===== src/hw/touch_key_pkg.sv =====
// Shared constants and types of the touch key output interface
package touch_key_pkg;
  // Clock and time base
  localparam int unsigned CLK_HZ = 20_000_000;
  localparam int unsigned CYC_PER_MS = CLK_HZ / 1000;
  // Times in milliseconds and the derived cycle counts
  localparam int unsigned AR_SHORT_MS = 5000;
  localparam int unsigned AR_MID_MS = 20000;
  localparam int unsigned AR_LONG_MS = 40000;
  localparam int unsigned HOLD_MS = 440;
  localparam int unsigned IDLE_MS = 2000;
  localparam int unsigned SCAN_SLOW_MS = 250;
  localparam int unsigned SCAN_MID_MS = 150;
  localparam int unsigned SCAN_FAST_MS = 40;
  localparam int unsigned AR_SHORT_CYC = AR_SHORT_MS * CYC_PER_MS;
  localparam int unsigned AR_MID_CYC = AR_MID_MS * CYC_PER_MS;
  localparam int unsigned AR_LONG_CYC = AR_LONG_MS * CYC_PER_MS;
  localparam int unsigned HOLD_CYC = HOLD_MS * CYC_PER_MS;
  localparam int unsigned IDLE_CYC = IDLE_MS * CYC_PER_MS;
  localparam int unsigned SCAN_SLOW_CYC = SCAN_SLOW_MS * CYC_PER_MS;
  localparam int unsigned SCAN_MID_CYC = SCAN_MID_MS * CYC_PER_MS;
  localparam int unsigned SCAN_FAST_CYC = SCAN_FAST_MS * CYC_PER_MS;
  // Geometry
  localparam int unsigned NUM_KEYS = 16;
  localparam int unsigned NUM_LINES = 4;
  // Strap codes delivered by the measurement front end
  localparam logic [1:0] STRAP_GND = 2'h0;
  localparam logic [1:0] STRAP_R1K5 = 2'h1;
  localparam logic [1:0] STRAP_R5K = 2'h2;
  localparam logic [1:0] STRAP_HIGH = 2'h3;
  // Threshold codes for the sensing front end
  localparam logic [1:0] THR_LOW = 2'h0;
  localparam logic [1:0] THR_MED = 2'h1;
  localparam logic [1:0] THR_HIGH = 2'h2;
  // Register byte offsets
  localparam logic [4:0] REG_KEYS = 5'h00;
  localparam logic [4:0] REG_IRQ_STAT = 5'h04;
  localparam logic [4:0] REG_IRQ_MASK = 5'h08;
  localparam logic [4:0] REG_CONFIG = 5'h0C;
  localparam logic [4:0] REG_KEY_EN = 5'h10;
  // Interrupt status bit positions
  localparam int unsigned IRQ_PRESS_BIT = 0;
  localparam int unsigned IRQ_RELEASE_BIT = 1;
  localparam int unsigned IRQ_STUCK_BIT = 2;
  localparam int unsigned IRQ_BITS = 3;
  // Config register field positions
  localparam int unsigned CFG_AR_LSB = 0;
  localparam int unsigned CFG_SEL_LSB = 2;
  localparam int unsigned CFG_RATE_LSB = 4;
  localparam int unsigned CFG_SENS_LSB = 6;
  localparam int unsigned CFG_MTS_BIT = 8;
  // Reset values
  localparam logic [15:0] KEY_EN_RST = 16'hFFFF;
  localparam logic [2:0] IRQ_MASK_RST = 3'h0;
  // Output interface selection
  typedef enum logic [1:0] {MODE_TRUTH, MODE_ENC, MODE_SCAN} out_mode_type;
endpackage


===== src/hw/key_timer.sv =====
// Per-key hold-after-release and stuck-key auto-reset timer
`timescale 1ns/1ps
`default_nettype none
module key_timer
  import touch_key_pkg::*;
#(
  parameter int unsigned HOLD = HOLD_CYC
) (
  input wire logic mclk_i,
  input wire logic nrst_i,
  input wire logic touch_i,
  input wire logic ar_en_i,
  input wire logic [31:0] ar_limit_i,
  output logic active_o,
  output logic stuck_o
);
  logic [31:0] touch_cnt_r;
  logic [31:0] hold_cnt_r;
  logic stuck_r;
  logic active_r;
  logic stuck_p_r;
  wire ar_hit = ar_en_i && (touch_cnt_r == ar_limit_i - 32'h0000_0001);

  // Stuck keys stay dark until released, so no hold follows them
  always_ff @(posedge mclk_i or negedge nrst_i) begin
    if (!nrst_i) begin
      touch_cnt_r <= 32'h0000_0000;
      hold_cnt_r <= 32'h0000_0000;
      stuck_r <= 1'b0;
      active_r <= 1'b0;
      stuck_p_r <= 1'b0;
    end else begin
      stuck_p_r <= 1'b0;
      if (!touch_i) begin
        stuck_r <= 1'b0;
        touch_cnt_r <= 32'h0000_0000;
        if (active_r && hold_cnt_r == HOLD - 1) begin
          active_r <= 1'b0;
          hold_cnt_r <= 32'h0000_0000;
        end else if (active_r) begin
          hold_cnt_r <= hold_cnt_r + 32'h0000_0001;
        end
      end else if (!stuck_r) begin
        hold_cnt_r <= 32'h0000_0000;
        if (ar_hit) begin
          stuck_r <= 1'b1;
          active_r <= 1'b0;
          stuck_p_r <= 1'b1;
        end else begin
          touch_cnt_r <= touch_cnt_r + 32'h0000_0001;
          active_r <= 1'b1;
        end
      end
    end
  end

  assign active_o = active_r;
  assign stuck_o = stuck_p_r;
endmodule
`default_nettype wire


===== src/hw/idle_scan.sv =====
// Idle detection and periodic wake-up for low power scanning
`timescale 1ns/1ps
`default_nettype none
module idle_scan
  import touch_key_pkg::*;
#(
  parameter int unsigned IDLE = IDLE_CYC,
  parameter int unsigned SLOW = SCAN_SLOW_CYC,
  parameter int unsigned MID = SCAN_MID_CYC,
  parameter int unsigned FAST = SCAN_FAST_CYC
) (
  input wire logic mclk_i,
  input wire logic nrst_i,
  input wire logic any_active_i,
  input wire logic [1:0] rate_i,
  output logic sleep_o,
  output logic scan_en_o
);
  logic [31:0] idle_cnt_r;
  logic [31:0] ivl_cnt_r;
  logic sleep_r;
  logic scan_en_r;
  logic [31:0] ivl;

  // Interval picked from the latched scan rate strap
  always_comb begin
    unique case (rate_i)
      STRAP_GND: ivl = SLOW;
      STRAP_R1K5: ivl = MID;
      default: ivl = FAST;
    endcase
  end
  wire continuous = (rate_i == STRAP_HIGH);
  wire wake = sleep_r && (ivl_cnt_r == ivl - 32'h0000_0001);

  // Continuous rate never sleeps; any activity wakes fully
  always_ff @(posedge mclk_i or negedge nrst_i) begin
    if (!nrst_i) begin
      idle_cnt_r <= 32'h0000_0000;
      ivl_cnt_r <= 32'h0000_0000;
      sleep_r <= 1'b0;
      scan_en_r <= 1'b1;
    end else begin
      if (any_active_i || continuous) begin
        idle_cnt_r <= 32'h0000_0000;
        sleep_r <= 1'b0;
      end else if (!sleep_r && idle_cnt_r == IDLE - 1) begin
        sleep_r <= 1'b1;
        ivl_cnt_r <= 32'h0000_0000;
      end else if (!sleep_r) begin
        idle_cnt_r <= idle_cnt_r + 32'h0000_0001;
      end else begin
        ivl_cnt_r <= wake ? 32'h0000_0000 : ivl_cnt_r + 32'h0000_0001;
      end
      scan_en_r <= !sleep_r || wake;
    end
  end

  assign sleep_o = sleep_r;
  assign scan_en_o = scan_en_r;
endmodule
`default_nettype wire


===== src/hw/touch_key_top.sv =====
// Touch key output interface: straps, key timing, host pins, registers
//
// Overview of operation
// - Sixteen inputs; a grounded sense input is disabled and never reported.
// - Multi-touch enabled when its select input is low, disabled when high.
// - Without multi-touch, the first touched key stays reported until released.
// - Scan mode samples four host scan lines and drives four read lines.
// - Scan lines used depend on valid key count: 4, 3, 2 or 1.
// - Truth mode drives all eight pins: four rows, four columns, unique code.
// - Truth and encoded modes report one key; both exclude multi-touch.
// - Encoded mode outputs key n as n-1; no key gives low interrupt.
// - Interrupt high while any key active, until all are released.
// - Auto reset, scan rate and output select straps read once at reset.
// - Touched key drops after 5, 20 or 40 s, or never.
// - Released key stays reported for 440 ms.
// - One interface active: ground truth, 1.5K encoded, high scan.
// - After two idle seconds, sleep and wake periodically or scan continuously.
// - Threshold from sensitivity strap: low, medium or high.
`timescale 1ns/1ps
`default_nettype none
module touch_key_top
  import touch_key_pkg::*;
#(
  parameter int unsigned AR_SHORT = AR_SHORT_CYC,
  parameter int unsigned AR_MID = AR_MID_CYC,
  parameter int unsigned AR_LONG = AR_LONG_CYC,
  parameter int unsigned HOLD = HOLD_CYC,
  parameter int unsigned IDLE = IDLE_CYC,
  parameter int unsigned SCAN_SLOW = SCAN_SLOW_CYC,
  parameter int unsigned SCAN_MID = SCAN_MID_CYC,
  parameter int unsigned SCAN_FAST = SCAN_FAST_CYC
) (
  input wire logic mclk_i,
  input wire logic nrst_i,
  input wire logic [15:0] touch_input_n_i,
  input wire logic [15:0] touch_gnd_i,
  input wire logic multi_touch_select_i,
  input wire logic [1:0] auto_reset_strap_i,
  input wire logic [1:0] out_select_strap_i,
  input wire logic [1:0] scan_rate_strap_i,
  input wire logic [1:0] sensitivity_strap_i,
  input wire logic [3:0] col_pin_i,
  output logic [3:0] col_pin_o,
  output logic [3:0] col_pin_oe_o,
  output logic [3:0] row_pin_o,
  output logic key_int_o,
  output logic [1:0] threshold_o,
  output logic sleep_o,
  output logic scan_en_o,
  input wire logic [4:0] address_i,
  input wire logic read_i,
  input wire logic write_i,
  input wire logic [31:0] writedata_i,
  output logic [31:0] readdata_o,
  output logic waitrequest_o,
  output logic irq_o
);

  // Lowest active index; used for the first-key pick
  function automatic logic [3:0] lowest_index(input logic [15:0] v);
    logic [3:0] idx;
    idx = 4'h0;
    for (int i = NUM_KEYS - 1; i >= 0; i--) begin
      if (v[i]) begin
        idx = 4'(i);
      end
    end
    return idx;
  endfunction

  // Number of valid keys
  function automatic logic [4:0] popcount(input logic [15:0] v);
    logic [4:0] n;
    n = 5'h00;
    for (int i = 0; i < NUM_KEYS; i++) begin
      n = n + {4'h0, v[i]};
    end
    return n;
  endfunction

  // Strap code to interface choice
  function automatic out_mode_type sel_mode(input logic [1:0] code);
    out_mode_type m;
    m = MODE_SCAN;
    if (code == STRAP_GND) begin
      m = MODE_TRUTH;
    end else if (code == STRAP_R1K5) begin
      m = MODE_ENC;
    end
    return m;
  endfunction

  // Strap capture, once after reset release
  logic strap_done_r;
  logic [1:0] ar_code_r;
  logic [1:0] sel_code_r;
  logic [1:0] rate_code_r;
  logic [1:0] sens_code_r;
  logic [1:0] threshold_r;
  // Taken one edge after release; straps are never sampled under reset
  always_ff @(posedge mclk_i or negedge nrst_i) begin
    if (!nrst_i) begin
      strap_done_r <= 1'b0;
      ar_code_r <= STRAP_HIGH;
      sel_code_r <= STRAP_HIGH;
      rate_code_r <= STRAP_HIGH;
      sens_code_r <= STRAP_HIGH;
    end else if (!strap_done_r) begin
      strap_done_r <= 1'b1;
      ar_code_r <= auto_reset_strap_i;
      sel_code_r <= out_select_strap_i;
      rate_code_r <= scan_rate_strap_i;
      sens_code_r <= sensitivity_strap_i;
    end
  end

  // Threshold for the front end; 5K code is not defined, taken as high
  wire [1:0] thr_nxt = (sens_code_r == STRAP_GND) ? THR_LOW :
    (sens_code_r == STRAP_R1K5) ? THR_MED : THR_HIGH;
  always_ff @(posedge mclk_i or negedge nrst_i) begin
    if (!nrst_i) begin
      threshold_r <= THR_HIGH;
    end else begin
      threshold_r <= thr_nxt;
    end
  end

  out_mode_type mode;
  assign mode = sel_mode(sel_code_r);
  wire mts_en = !multi_touch_select_i;
  wire single = !mts_en || (mode != MODE_SCAN);

  // Auto-reset limit from the latched strap
  wire ar_en = (ar_code_r != STRAP_HIGH);
  wire [31:0] ar_limit = (ar_code_r == STRAP_GND) ? AR_SHORT :
    (ar_code_r == STRAP_R1K5) ? AR_MID : AR_LONG;

  // Key enables: grounded inputs and software-disabled keys drop out
  logic [15:0] key_en_r;
  wire [15:0] disabled = touch_gnd_i | ~key_en_r;
  wire [15:0] touch_ok = touch_input_n_i & ~disabled;
  wire [15:0] key_act;
  wire [15:0] stuck_p;

  genvar g;
  generate
    for (g = 0; g < NUM_KEYS; g++) begin : g_key
      key_timer #(
        .HOLD(HOLD)
      ) u_timer (
        .mclk_i(mclk_i),
        .nrst_i(nrst_i),
        .touch_i(touch_ok[g]),
        .ar_en_i(ar_en),
        .ar_limit_i(ar_limit),
        .active_o(key_act[g]),
        .stuck_o(stuck_p[g])
      );
    end
  endgenerate

  // First-key latch for single-key reporting
  logic [3:0] first_idx_r;
  logic first_valid_r;
  // A later press never displaces a key still held or in its hold time
  wire first_keep = first_valid_r && key_act[first_idx_r];
  always_ff @(posedge mclk_i or negedge nrst_i) begin
    if (!nrst_i) begin
      first_idx_r <= 4'h0;
      first_valid_r <= 1'b0;
    end else if (!first_keep) begin
      first_idx_r <= lowest_index(key_act);
      first_valid_r <= |key_act;
    end
  end

  wire [15:0] first_vec = first_valid_r ? (16'h0001 << first_idx_r) : 16'h0000;
  // Masked at the report too: a key disabled during its hold time leaves rep_vec at once; truth and encoded pins keep it until the hold ends
  wire [15:0] rep_vec = (single ? first_vec : key_act) & ~disabled;
  wire rep_any = |rep_vec;

  idle_scan #(
    .IDLE(IDLE),
    .SLOW(SCAN_SLOW),
    .MID(SCAN_MID),
    .FAST(SCAN_FAST)
  ) u_idle (
    .mclk_i(mclk_i),
    .nrst_i(nrst_i),
    .any_active_i(|key_act),
    .rate_i(rate_code_r),
    .sleep_o(sleep_o),
    .scan_en_o(scan_en_o)
  );

  // Scan lines in use follow the valid key count
  wire [4:0] n_valid = popcount(~disabled);
  wire [3:0] lines_used = (n_valid > 5'd12) ? 4'hF :
    (n_valid > 5'd8) ? 4'h7 : (n_valid > 5'd4) ? 4'h3 : 4'h1;
  // Active-low scan lines; unused ones are masked off by lines_used, whatever the host drives
  wire [3:0] scan_sel = ~col_pin_i & lines_used;
  wire [3:0] read_low;
  generate
    for (g = 0; g < NUM_LINES; g++) begin : g_read
      assign read_low[g] = |(scan_sel & {rep_vec[12 + g], rep_vec[8 + g],
        rep_vec[4 + g], rep_vec[g]});
    end
  endgenerate

  // Truth code: one-hot row index/4 and column index mod 4
  wire [3:0] tt_row = first_valid_r ? (4'h1 << first_idx_r[3:2]) : 4'h0;
  wire [3:0] tt_col = first_valid_r ? (4'h1 << first_idx_r[1:0]) : 4'h0;

  // Pin selection per interface
  logic [3:0] row_nxt;
  logic [3:0] col_nxt;
  logic [3:0] oe_nxt;
  always_comb begin
    unique case (mode)
      MODE_TRUTH: begin
        row_nxt = tt_row;
        col_nxt = tt_col;
        oe_nxt = 4'hF;
      end
      MODE_ENC: begin
        row_nxt = first_valid_r ? first_idx_r : 4'h0;
        col_nxt = 4'h0;
        oe_nxt = 4'h0;
      end
      MODE_SCAN: begin
        row_nxt = ~read_low;
        col_nxt = 4'h0;
        oe_nxt = 4'h0;
      end
    endcase
  end

  // Pins and host interrupt registered so they move together
  logic [3:0] row_r;
  logic [3:0] col_r;
  logic [3:0] oe_r;
  logic key_int_r;
  always_ff @(posedge mclk_i or negedge nrst_i) begin
    if (!nrst_i) begin
      row_r <= 4'h0;
      col_r <= 4'h0;
      oe_r <= 4'h0;
      key_int_r <= 1'b0;
    end else begin
      row_r <= row_nxt;
      col_r <= col_nxt;
      oe_r <= oe_nxt;
      key_int_r <= rep_any;
    end
  end
  assign row_pin_o = row_r;
  assign col_pin_o = col_r;
  assign col_pin_oe_o = oe_r;
  assign key_int_o = key_int_r;
  assign threshold_o = threshold_r;

  // Avalon slave: one wait state, then the access completes
  logic ack_r;
  logic [31:0] rdata_r;
  logic [2:0] irq_stat_r;
  logic [2:0] irq_mask_r;
  logic rep_any_q;
  wire req = read_i || write_i;
  wire done = req && ack_r;
  wire wr_done = write_i && ack_r;
  wire rd_stat = read_i && ack_r && (address_i == REG_IRQ_STAT);
  assign waitrequest_o = req && !ack_r;

  wire [31:0] cfg_word = {23'h00_0000, mts_en, sens_code_r, rate_code_r,
    sel_code_r, ar_code_r};
  wire [31:0] rd_mux = (address_i == REG_KEYS) ? {16'h0000, rep_vec} :
    (address_i == REG_IRQ_STAT) ? {29'h0000_0000, irq_stat_r} :
    (address_i == REG_IRQ_MASK) ? {29'h0000_0000, irq_mask_r} :
    (address_i == REG_CONFIG) ? cfg_word :
    (address_i == REG_KEY_EN) ? {16'h0000, key_en_r} : 32'h0000_0000;

  // Events; a set in the clearing cycle survives
  wire [2:0] ev;
  assign ev[IRQ_PRESS_BIT] = rep_any && !rep_any_q;
  assign ev[IRQ_RELEASE_BIT] = !rep_any && rep_any_q;
  assign ev[IRQ_STUCK_BIT] = |stuck_p;
  // Clear only what the read returned; a bit set after the capture edge survives
  wire [2:0] stat_nxt = (rd_stat ? (irq_stat_r & ~rdata_r[2:0]) : irq_stat_r) | ev;

  always_ff @(posedge mclk_i or negedge nrst_i) begin
    if (!nrst_i) begin
      ack_r <= 1'b0;
      rdata_r <= 32'h0000_0000;
      irq_stat_r <= 3'h0;
      irq_mask_r <= IRQ_MASK_RST;
      key_en_r <= KEY_EN_RST;
      rep_any_q <= 1'b0;
    end else begin
      ack_r <= req && !ack_r;
      rep_any_q <= rep_any;
      irq_stat_r <= stat_nxt;
      if (read_i && !ack_r) begin
        rdata_r <= rd_mux;
      end
      if (wr_done && address_i == REG_IRQ_MASK) begin
        irq_mask_r <= writedata_i[2:0];
      end
      if (wr_done && address_i == REG_KEY_EN) begin
        key_en_r <= writedata_i[15:0];
      end
    end
  end
  assign readdata_o = rdata_r;
  assign irq_o = |(irq_stat_r & irq_mask_r);
endmodule
`default_nettype wire


===== config.mk =====
export PLATFORM = sky130hd
export DESIGN_NAME = touch_key_top
export DESIGN_NICKNAME = d
export VERILOG_FILES = /design/src/hw/touch_key_pkg.sv /design/src/hw/key_timer.sv /design/src/hw/idle_scan.sv /design/src/hw/touch_key_top.sv
export SDC_FILE = /design/constraint.sdc
export NUM_CORES = 2
export LEC_CHECK = 0
export BUFFER_PORTS_ARGS = -buffer_cell sky130_fd_sc_hd__buf_2
export CORE_UTILIZATION = 50
export CTS_CLUSTER_DIAMETER = 200
export DETAILED_ROUTE_END_ITERATION = 8
export PLACE_DENSITY = 0.77
export SYNTH_ARGS = -nofsm -noshare
export SYNTH_HDL_FRONTEND = slang
export SYNTH_SLANG_ARGS = --single-unit

===== constraint.sdc =====
create_clock -name mclk_i -period 7.89 [get_ports mclk_i]
set_input_delay 0.3945 -clock mclk_i [delete_from_list [all_inputs] [get_ports mclk_i]]
set_output_delay 0.3945 -clock mclk_i [all_outputs]
set_load 0.05 [all_outputs]

======== After elaboration in Yosys (flattened, before gate mapping) ========
Index checks and enable logic that the tools add are counted.
operators by class
  $add $sub $neg .......................... 51
  multiply operators ...................... 0
  divide/modulo/power cells ............... 0
  magnitude comparators ................... 4
  eq/ne operators ......................... 81
  shifts and indexed selects .............. 3
  mux-type cells .......................... 306
  bitwise gates (word level) .............. 17
  reductions and logical operators ........ 152
operator list
  cell                     number
  $mux W32                 118
  $add A32 B1 Y32 const B  34
  $eq A32 B32 Y1           17
  $eq A32 B24 Y1 const B   16
  $mux W1                  147
  $mux W16                 7
  $reduce_and A2 Y1        50
  $mux W4                  20
  $ne A2 B2 Y1 const B     35
  $mux W30                 2
  $add A5 B1 Y5            11
  $reduce_bool A3 Y1       16
  $reduce_or A16 Y1        3
  $pmux W23 S2             1
  $logic_and A1 B1 Y1      44
  $reduce_bool A2 Y1       18
  $and A16 B16 Y16         2
  $eq A32 B26 Y1 const B   1
  $not A16 Y16             2
  $sub A30 B1 Y31 const B  1
  $sub A23 B1 Y24 const B  1
  $and A4 B4 Y4            5
  $or A16 B16 Y16          1
  $pmux W4 S2              2
  31 further kinds         60
word-level totals
  flip-flop bits (word level) ............. 1222
  bits in latches ......................... 0
  bits in writable memories ............... 0
  ROM bits ................................ 0
  bits of input ports ..................... 86
  memories ................................ 0

======== Longest topological paths before layout ========
  word-level depth ........................ 27
  mapped depth ............................ 15

======== Hierarchy ========
From an unflattened synthesis, not the netlist that was laid out.
second synthesis, totals
  cells, all modules ...................... 10603
  area, all modules ....................... 89574.7 um^2
modules (own cells, without submodules)
  module                             times used  cells an instance  area each (um^2)  seq. area each (um^2)
  key_timer at g_key[0].u_timer ...  15          608                5096.1            1676.6
  key_timer at g_key[9].u_timer      1           599                5034.8            1676.6
  touch_key_top                      1           453                4321.6            1657.8
  idle_scan                          1           431                3776.1            1652.8

======== Worst setup path after synthesis ========
Ideal clock, no wire load.
  path type ............................... reg-to-reg
  start point ............................. register key_en_r[3]
  end point ............................... register row_r[0], in the netlist row_pin_o[0]
  library setup time ...................... 0.083 ns
  arrival ................................. 4.541 ns
  path slack .............................. 3.266 ns
  cell stages (with the launch flop) ...... 16
  clock period less this slack ............ 4.624 ns
  cell sequence ........................... dfstp_2 -> nor2b_1 -> fa_1 -> fa_1 -> inv_1 -> fa_1 -> fa_1 -> inv_1 -> ha_1 -> fa_1 -> or3_1 -> o21ai_0 -> a211o_1 -> o221ai_1 -> a221o_1 -> o21ai_0
on the way
  longest elaborated chain between the ends .. 25
  elaborated cells between the ends (all ways) .. 27
  those cells by class .................... add/sub (13); order compare (3); mux (4); bitwise (6); reduce/logical (1)
RTL lines
  item                              line                  RTL
  start, declared                   touch_key_top.sv:139  logic [15:0] key_en_r;
  start signal, assigned            touch_key_top.sv:309  key_en_r <= writedata_i[15:0];
  $not A16 Y16 (*)                  touch_key_top.sv:140  wire [15:0] disabled = touch_gnd_i | ~key_en_r;
  $or A16 B16 Y16 (*)               touch_key_top.sv:140
  $not A16 Y16 (*)                  touch_key_top.sv:197  wire [4:0] n_valid = popcount(~disabled);
  $add A3 B1 Y4 (*)                 touch_key_top.sv:76   n = n + {4'h0, v[i]};
  $add A4 B1 Y5 (*)                 touch_key_top.sv:76
  $add A5 B1 Y5 (*) (11 in series)  touch_key_top.sv:76
  $gt A5 B3 Y1                      touch_key_top.sv:199  (n_valid > 5'd8) ? 4'h7 : (n_valid > 5'd4) ? 4'h3 : 4'h1;
  $mux W2                           touch_key_top.sv:199
  $mux W3                           touch_key_top.sv:199
  $mux W4 (*)                       touch_key_top.sv:198  wire [3:0] lines_used = (n_valid > 5'd12) ? 4'hF :
  $and A4 B4 Y4 (*)                 touch_key_top.sv:201  wire [3:0] scan_sel = ~col_pin_i & lines_used;
  $and A4 B4 Y4 (*)                 touch_key_top.sv:205  assign read_low[g] = |(scan_sel & {rep_vec[12 + g], rep_vec[8 + g],
  $reduce_or A4 Y1 (*)              touch_key_top.sv:205
  $not A4 Y4 (*)                    touch_key_top.sv:231  row_nxt = ~read_low;
  $pmux W4 S3 (*)                   touch_key_top.sv:219  unique case (mode)
  via row_nxt[0]                    touch_key_top.sv:215  logic [3:0] row_nxt;
  end signal, assigned              touch_key_top.sv:250  row_r <= row_nxt;
  end, declared                     touch_key_top.sv:239  logic [3:0] row_r;
The timed path passes the listed nets; every way through them passes the cells marked *.
A chain may end at the register's enable or synchronous reset.

======== Worst setup path after layout ========
  start point ............................. register key_en_r[9]
  end point ............................... register row_r[1], in the netlist row_pin_o[1]
on the way
  longest elaborated chain between the ends .. 19
  elaborated cells between the ends (all ways) .. 22
  those cells by class .................... add/sub (7); order compare (3); mux (4); bitwise (7); reduce/logical (1)
RTL lines
  item                         line
  $not A16 Y16 (*)             touch_key_top.sv:140
  $or A16 B16 Y16 (*)          touch_key_top.sv:140
  $not A16 Y16 (*)             touch_key_top.sv:179, touch_key_top.sv:197
  $add A5 B1 Y5 (7 in series)  touch_key_top.sv:76
  $gt A5 B3 Y1                 touch_key_top.sv:199
  $mux W2                      touch_key_top.sv:199
  $mux W3                      touch_key_top.sv:199
  $mux W4                      touch_key_top.sv:198
  $and A4 B4 Y4                touch_key_top.sv:201
  $and A4 B4 Y4 (*)            touch_key_top.sv:205
  $reduce_or A4 Y1 (*)         touch_key_top.sv:205
  $not A4 Y4 (*)               touch_key_top.sv:231
  $pmux W4 S3 (*)              touch_key_top.sv:219
  via row_nxt[1]               touch_key_top.sv:215
Marks and branches as above.

==> run metrics <==
min Tclk post-route between 5 and 6 ns; most common cell after layout, fill and taps aside dfrtp_1; WS Path Type reg -> reg; GR Util All Layers 0.253; Reg2Reg Depth 14; largest net degree at the start of global routing 170; Die Footprint 133,000 µm²; share of cells above drive strength 1 0.0758; die height 365 µm; syn_area_per_cell around 9.0 µm²; Critical Path Start Type flop; Placer Congestion 0.958; synthesized instance count 7,321; clock latency on the worst-skew pair between 0.7 and 0.8 ns; final worst slack 2.45 ns; Slew Limit Fails 0; die width 365 µm; DP HPWL approximately 120,000 µm; GRT overflow 0; worst hold start col_pin_i[0]; fin crit share 0.689; area share of the largest cell type after synthesis 0.446; starting DRC count in detailed routing 5,772; register bit total from synthesis between 1,000 and 1,500; endpoint type of the worst setup path flop; htree depth 4; FFs w/ async S/R, synth 1.00; row cnt 132; Hold Fails Final Rpt 0; Post-CTS Setup Repair Bufs 0; Initial Util 0.507; outcome complete, no violations; post-route cell area a little over 70,000 µm²; WL/cell 18.4 µm; Area contributors post-synth dfrtp_1 45%, xor2_1 5.6%, nor2_1 5.5%; port bufs 104; synth-to-layout area growth 10.0%; maximum fanout along the worst path 5; I/O Pins 137; Most used DFF post-synth dfrtp_1; most frequent cells in the layout 1,177 x dfrtp_1, 968 x nor2_1, 687 x nand2_1; Maximum Capacitance Violations 0; Hold Path Class in -> reg; relative slew slack 0.101; final setup violation count 0; Worst Path Arrival 6.05 ns; Max Clk Rate between 150 and 200 MHz; VDD IR max ~180 µV; dominant cell type by area after synthesis dfrtp_1; synth warn 0; Worst-Margin Slew 1.34 ns; worst hold stages 3; # clock sinks 1,203; leak pwr 29.3 nW; Routed Antenna Nets 0; register area share after synthesis 0.457; Pwr Density 213 nW/µm²; initial antenna violation count 19; reg2reg setup slack 2.45 ns; via count 56,200; CTS tree yes; clk_skew 0.0321 ns; netlist area before placement around 66,000 µm²; 1st-pass router iterations 7; final layout net count 7,466; clock root buffer clkbuf_16; Unique masters post-synth 106; vias per cell roughly 6.1; unrepaired setup endpoints after global routing false; largest buffer count on any clock path 3; global-route wire length before repair roughly 280,000 µm; reg-to-reg endpoint row_pin_o[1]; DRC 0; worst reg2reg path startpoint key_en_r[9]; CTS Buf Count 133; CTS clk-pin slew, worst paths roughly 0.06 ns; DP Worst Slack 2.54 ns; Placement Cell Area 67,900 µm²; Hold EP row_pin_o[2]; Worst Path Required between 8 and 9 ns; drt total wl 169,000 µm; Core ar. between 100,000 and 150,000 µm²; vias in the first global route between 50,000 and 60,000; Sum Neg Setup Slack 0 ns; Post-synth EDFFs 0
[stage by stage]
step / instances / util / hold WS (ns) / power [mW]
floorplan: 7336 / - / 0.0989 / 8.33
global placement: 8911 / 0.521 / 0.396 / 9.10
detailed placement: 8911 / 0.521 / 0.406 / 9.19
CTS: 9179 / 0.558 / 0.0195 / 15.6
global route: 9181 / 0.558 / 0.0554 / 16.1
finish: 9185 / 0.558 / 0.0676 / 15.5
[power breakdown]
part | total, mW | internal (mW) | switching [mW]
Combinational | 2.19 | 0.686 | 1.51
Sequential | 6.96 | 6.50 | 0.452
Clock | 6.32 | 3.73 | 2.59
Total | 15.5 | 10.9 | 4.55
[critical path, stage by stage, from the launching register on]
cell,delay [ns]
dfstp_2,0.58
nor2b_1,0.64
fa_1,0.55
fa_1,0.49
inv_1,0.06
fa_1,0.52
fa_1,0.57
inv_1,0.05
ha_1,0.21
fa_1,0.43
xor2_1,0.21
o21ai_0,0.15
a211oi_1,0.46
a221o_1,0.25
o21ai_0,0.09
[how the worst max path moves through the flow]
stage	start	end	slack, ns	cells past startpoint
final	key_en_r[9]	row_pin_o[1]	2.45	14
after global routing	key_en_r[9]	row_pin_o[3]	2.27	14
after CTS	key_en_r[9]	row_pin_o[2]	2.51	14
after detailed placement	key_en_r[9]	row_pin_o[0]	2.54	14
after global placement	key_en_r[9]	row_pin_o[0]	2.59	14
after floorplan	key_en_r[3]	row_pin_o[0]	3.27	15
[Yosys cell counts (19+ instances only)]
| library cell | n |
|---|---|
| ha_1 | 39 |
| nor4bb_1 | 21 |
| inv_1 | 139 |
| o21ai_0 | 478 |
| nand4b_1 | 41 |
| nand2b_1 | 30 |
| nand3b_1 | 20 |
| xor2_1 | 423 |
| xnor2_1 | 266 |
| nor3b_1 | 21 |
| and4b_1 | 19 |
| and4_1 | 85 |
| o31ai_1 | 72 |
| o211ai_1 | 19 |
| mux2_2 | 36 |
| nand4_1 | 301 |
| nor4b_1 | 53 |
| a21oi_1 | 240 |
| buf_4 | 26 |
| a31oi_1 | 59 |
| nor4_1 | 147 |
| dfstp_2 | 26 |
| or3_1 | 146 |
| clkbuf_1 | 245 |
| nand3_1 | 437 |
| and3_1 | 209 |
| mux2i_1 | 33 |
| and2_1 | 75 |
| o22ai_1 | 24 |
| buf_2 | 49 |
| nor3_1 | 201 |
| nor2b_1 | 63 |
| or4_1 | 53 |
| nor2_1 | 969 |
| nand2_1 | 687 |
| dfrtp_1 | 1177 |
| a21o_1 | 21 |
[logic make-up after synthesis]
family / count (synthesis) / share of synthesized area
AO/OA/AOI/OAI: 1144 / 0.107
flip-flops: 1203 / 0.457
other: 2 / 0.000114
adder cells (fa/ha/maj): 49 / 0.0104
multiplexers: 75 / 0.0132
AND/OR/NAND/NOR: 3678 / 0.290
XOR/XNOR: 689 / 0.0915
buffers and inverters: 481 / 0.0311
[flip-flops by register name, summed over array words and instances (netlist names), 2 cells and up]
| register | cells |
|---|---|
| g_key.u_timer.hold_cnt_r | 512 |
| g_key.u_timer.touch_cnt_r | 512 |
| u_idle.idle_cnt_r | 32 |
| u_idle.ivl_cnt_r | 32 |
| g_key.u_timer.active_o | 16 |
| g_key.u_timer.stuck_o | 16 |
| g_key.u_timer.stuck_r | 16 |
| key_en_r | 16 |
| readdata_o | 16 |
| col_pin_o | 4 |
| first_idx_r | 4 |
| row_pin_o | 4 |
| irq_mask_r | 3 |
| irq_stat_r | 3 |
| ar_code_r | 2 |
| rate_code_r | 2 |
| sel_code_r | 2 |
| sens_code_r | 2 |
| threshold_o | 2 |
[layer usage]
| layer | track usage | up-vias | share of wire |
|---|---|---|---|
| li1 | - | 26300 | - |
| met3 | 0.0656 | 302 | 0.089 |
| met1 | 0.351 | 27700 | 0.44 |
| met2 | 0.391 | 1814 | 0.45 |
| met5 | 0 | - | 0.00058 |
| met4 | 0.0730 | 16 | 0.024 |
[layout make-up]
type	count	area, µm²
antenna	6	15.0
clock buffer	194	3930
clock inverter	47	517
fill	11300	57600
inverter	140	526
multi-input combinational	5652	33900
sequential	1203	30100
tap	1742	2180
timing repair buffer	201	1410
[what timing repair did]
action                                 CTS  global route
hold buffers                            27             0
gates resized for setup                  0             0
endpoints found under the hold margin  146             0
Power figures use the tool's default switching activity.
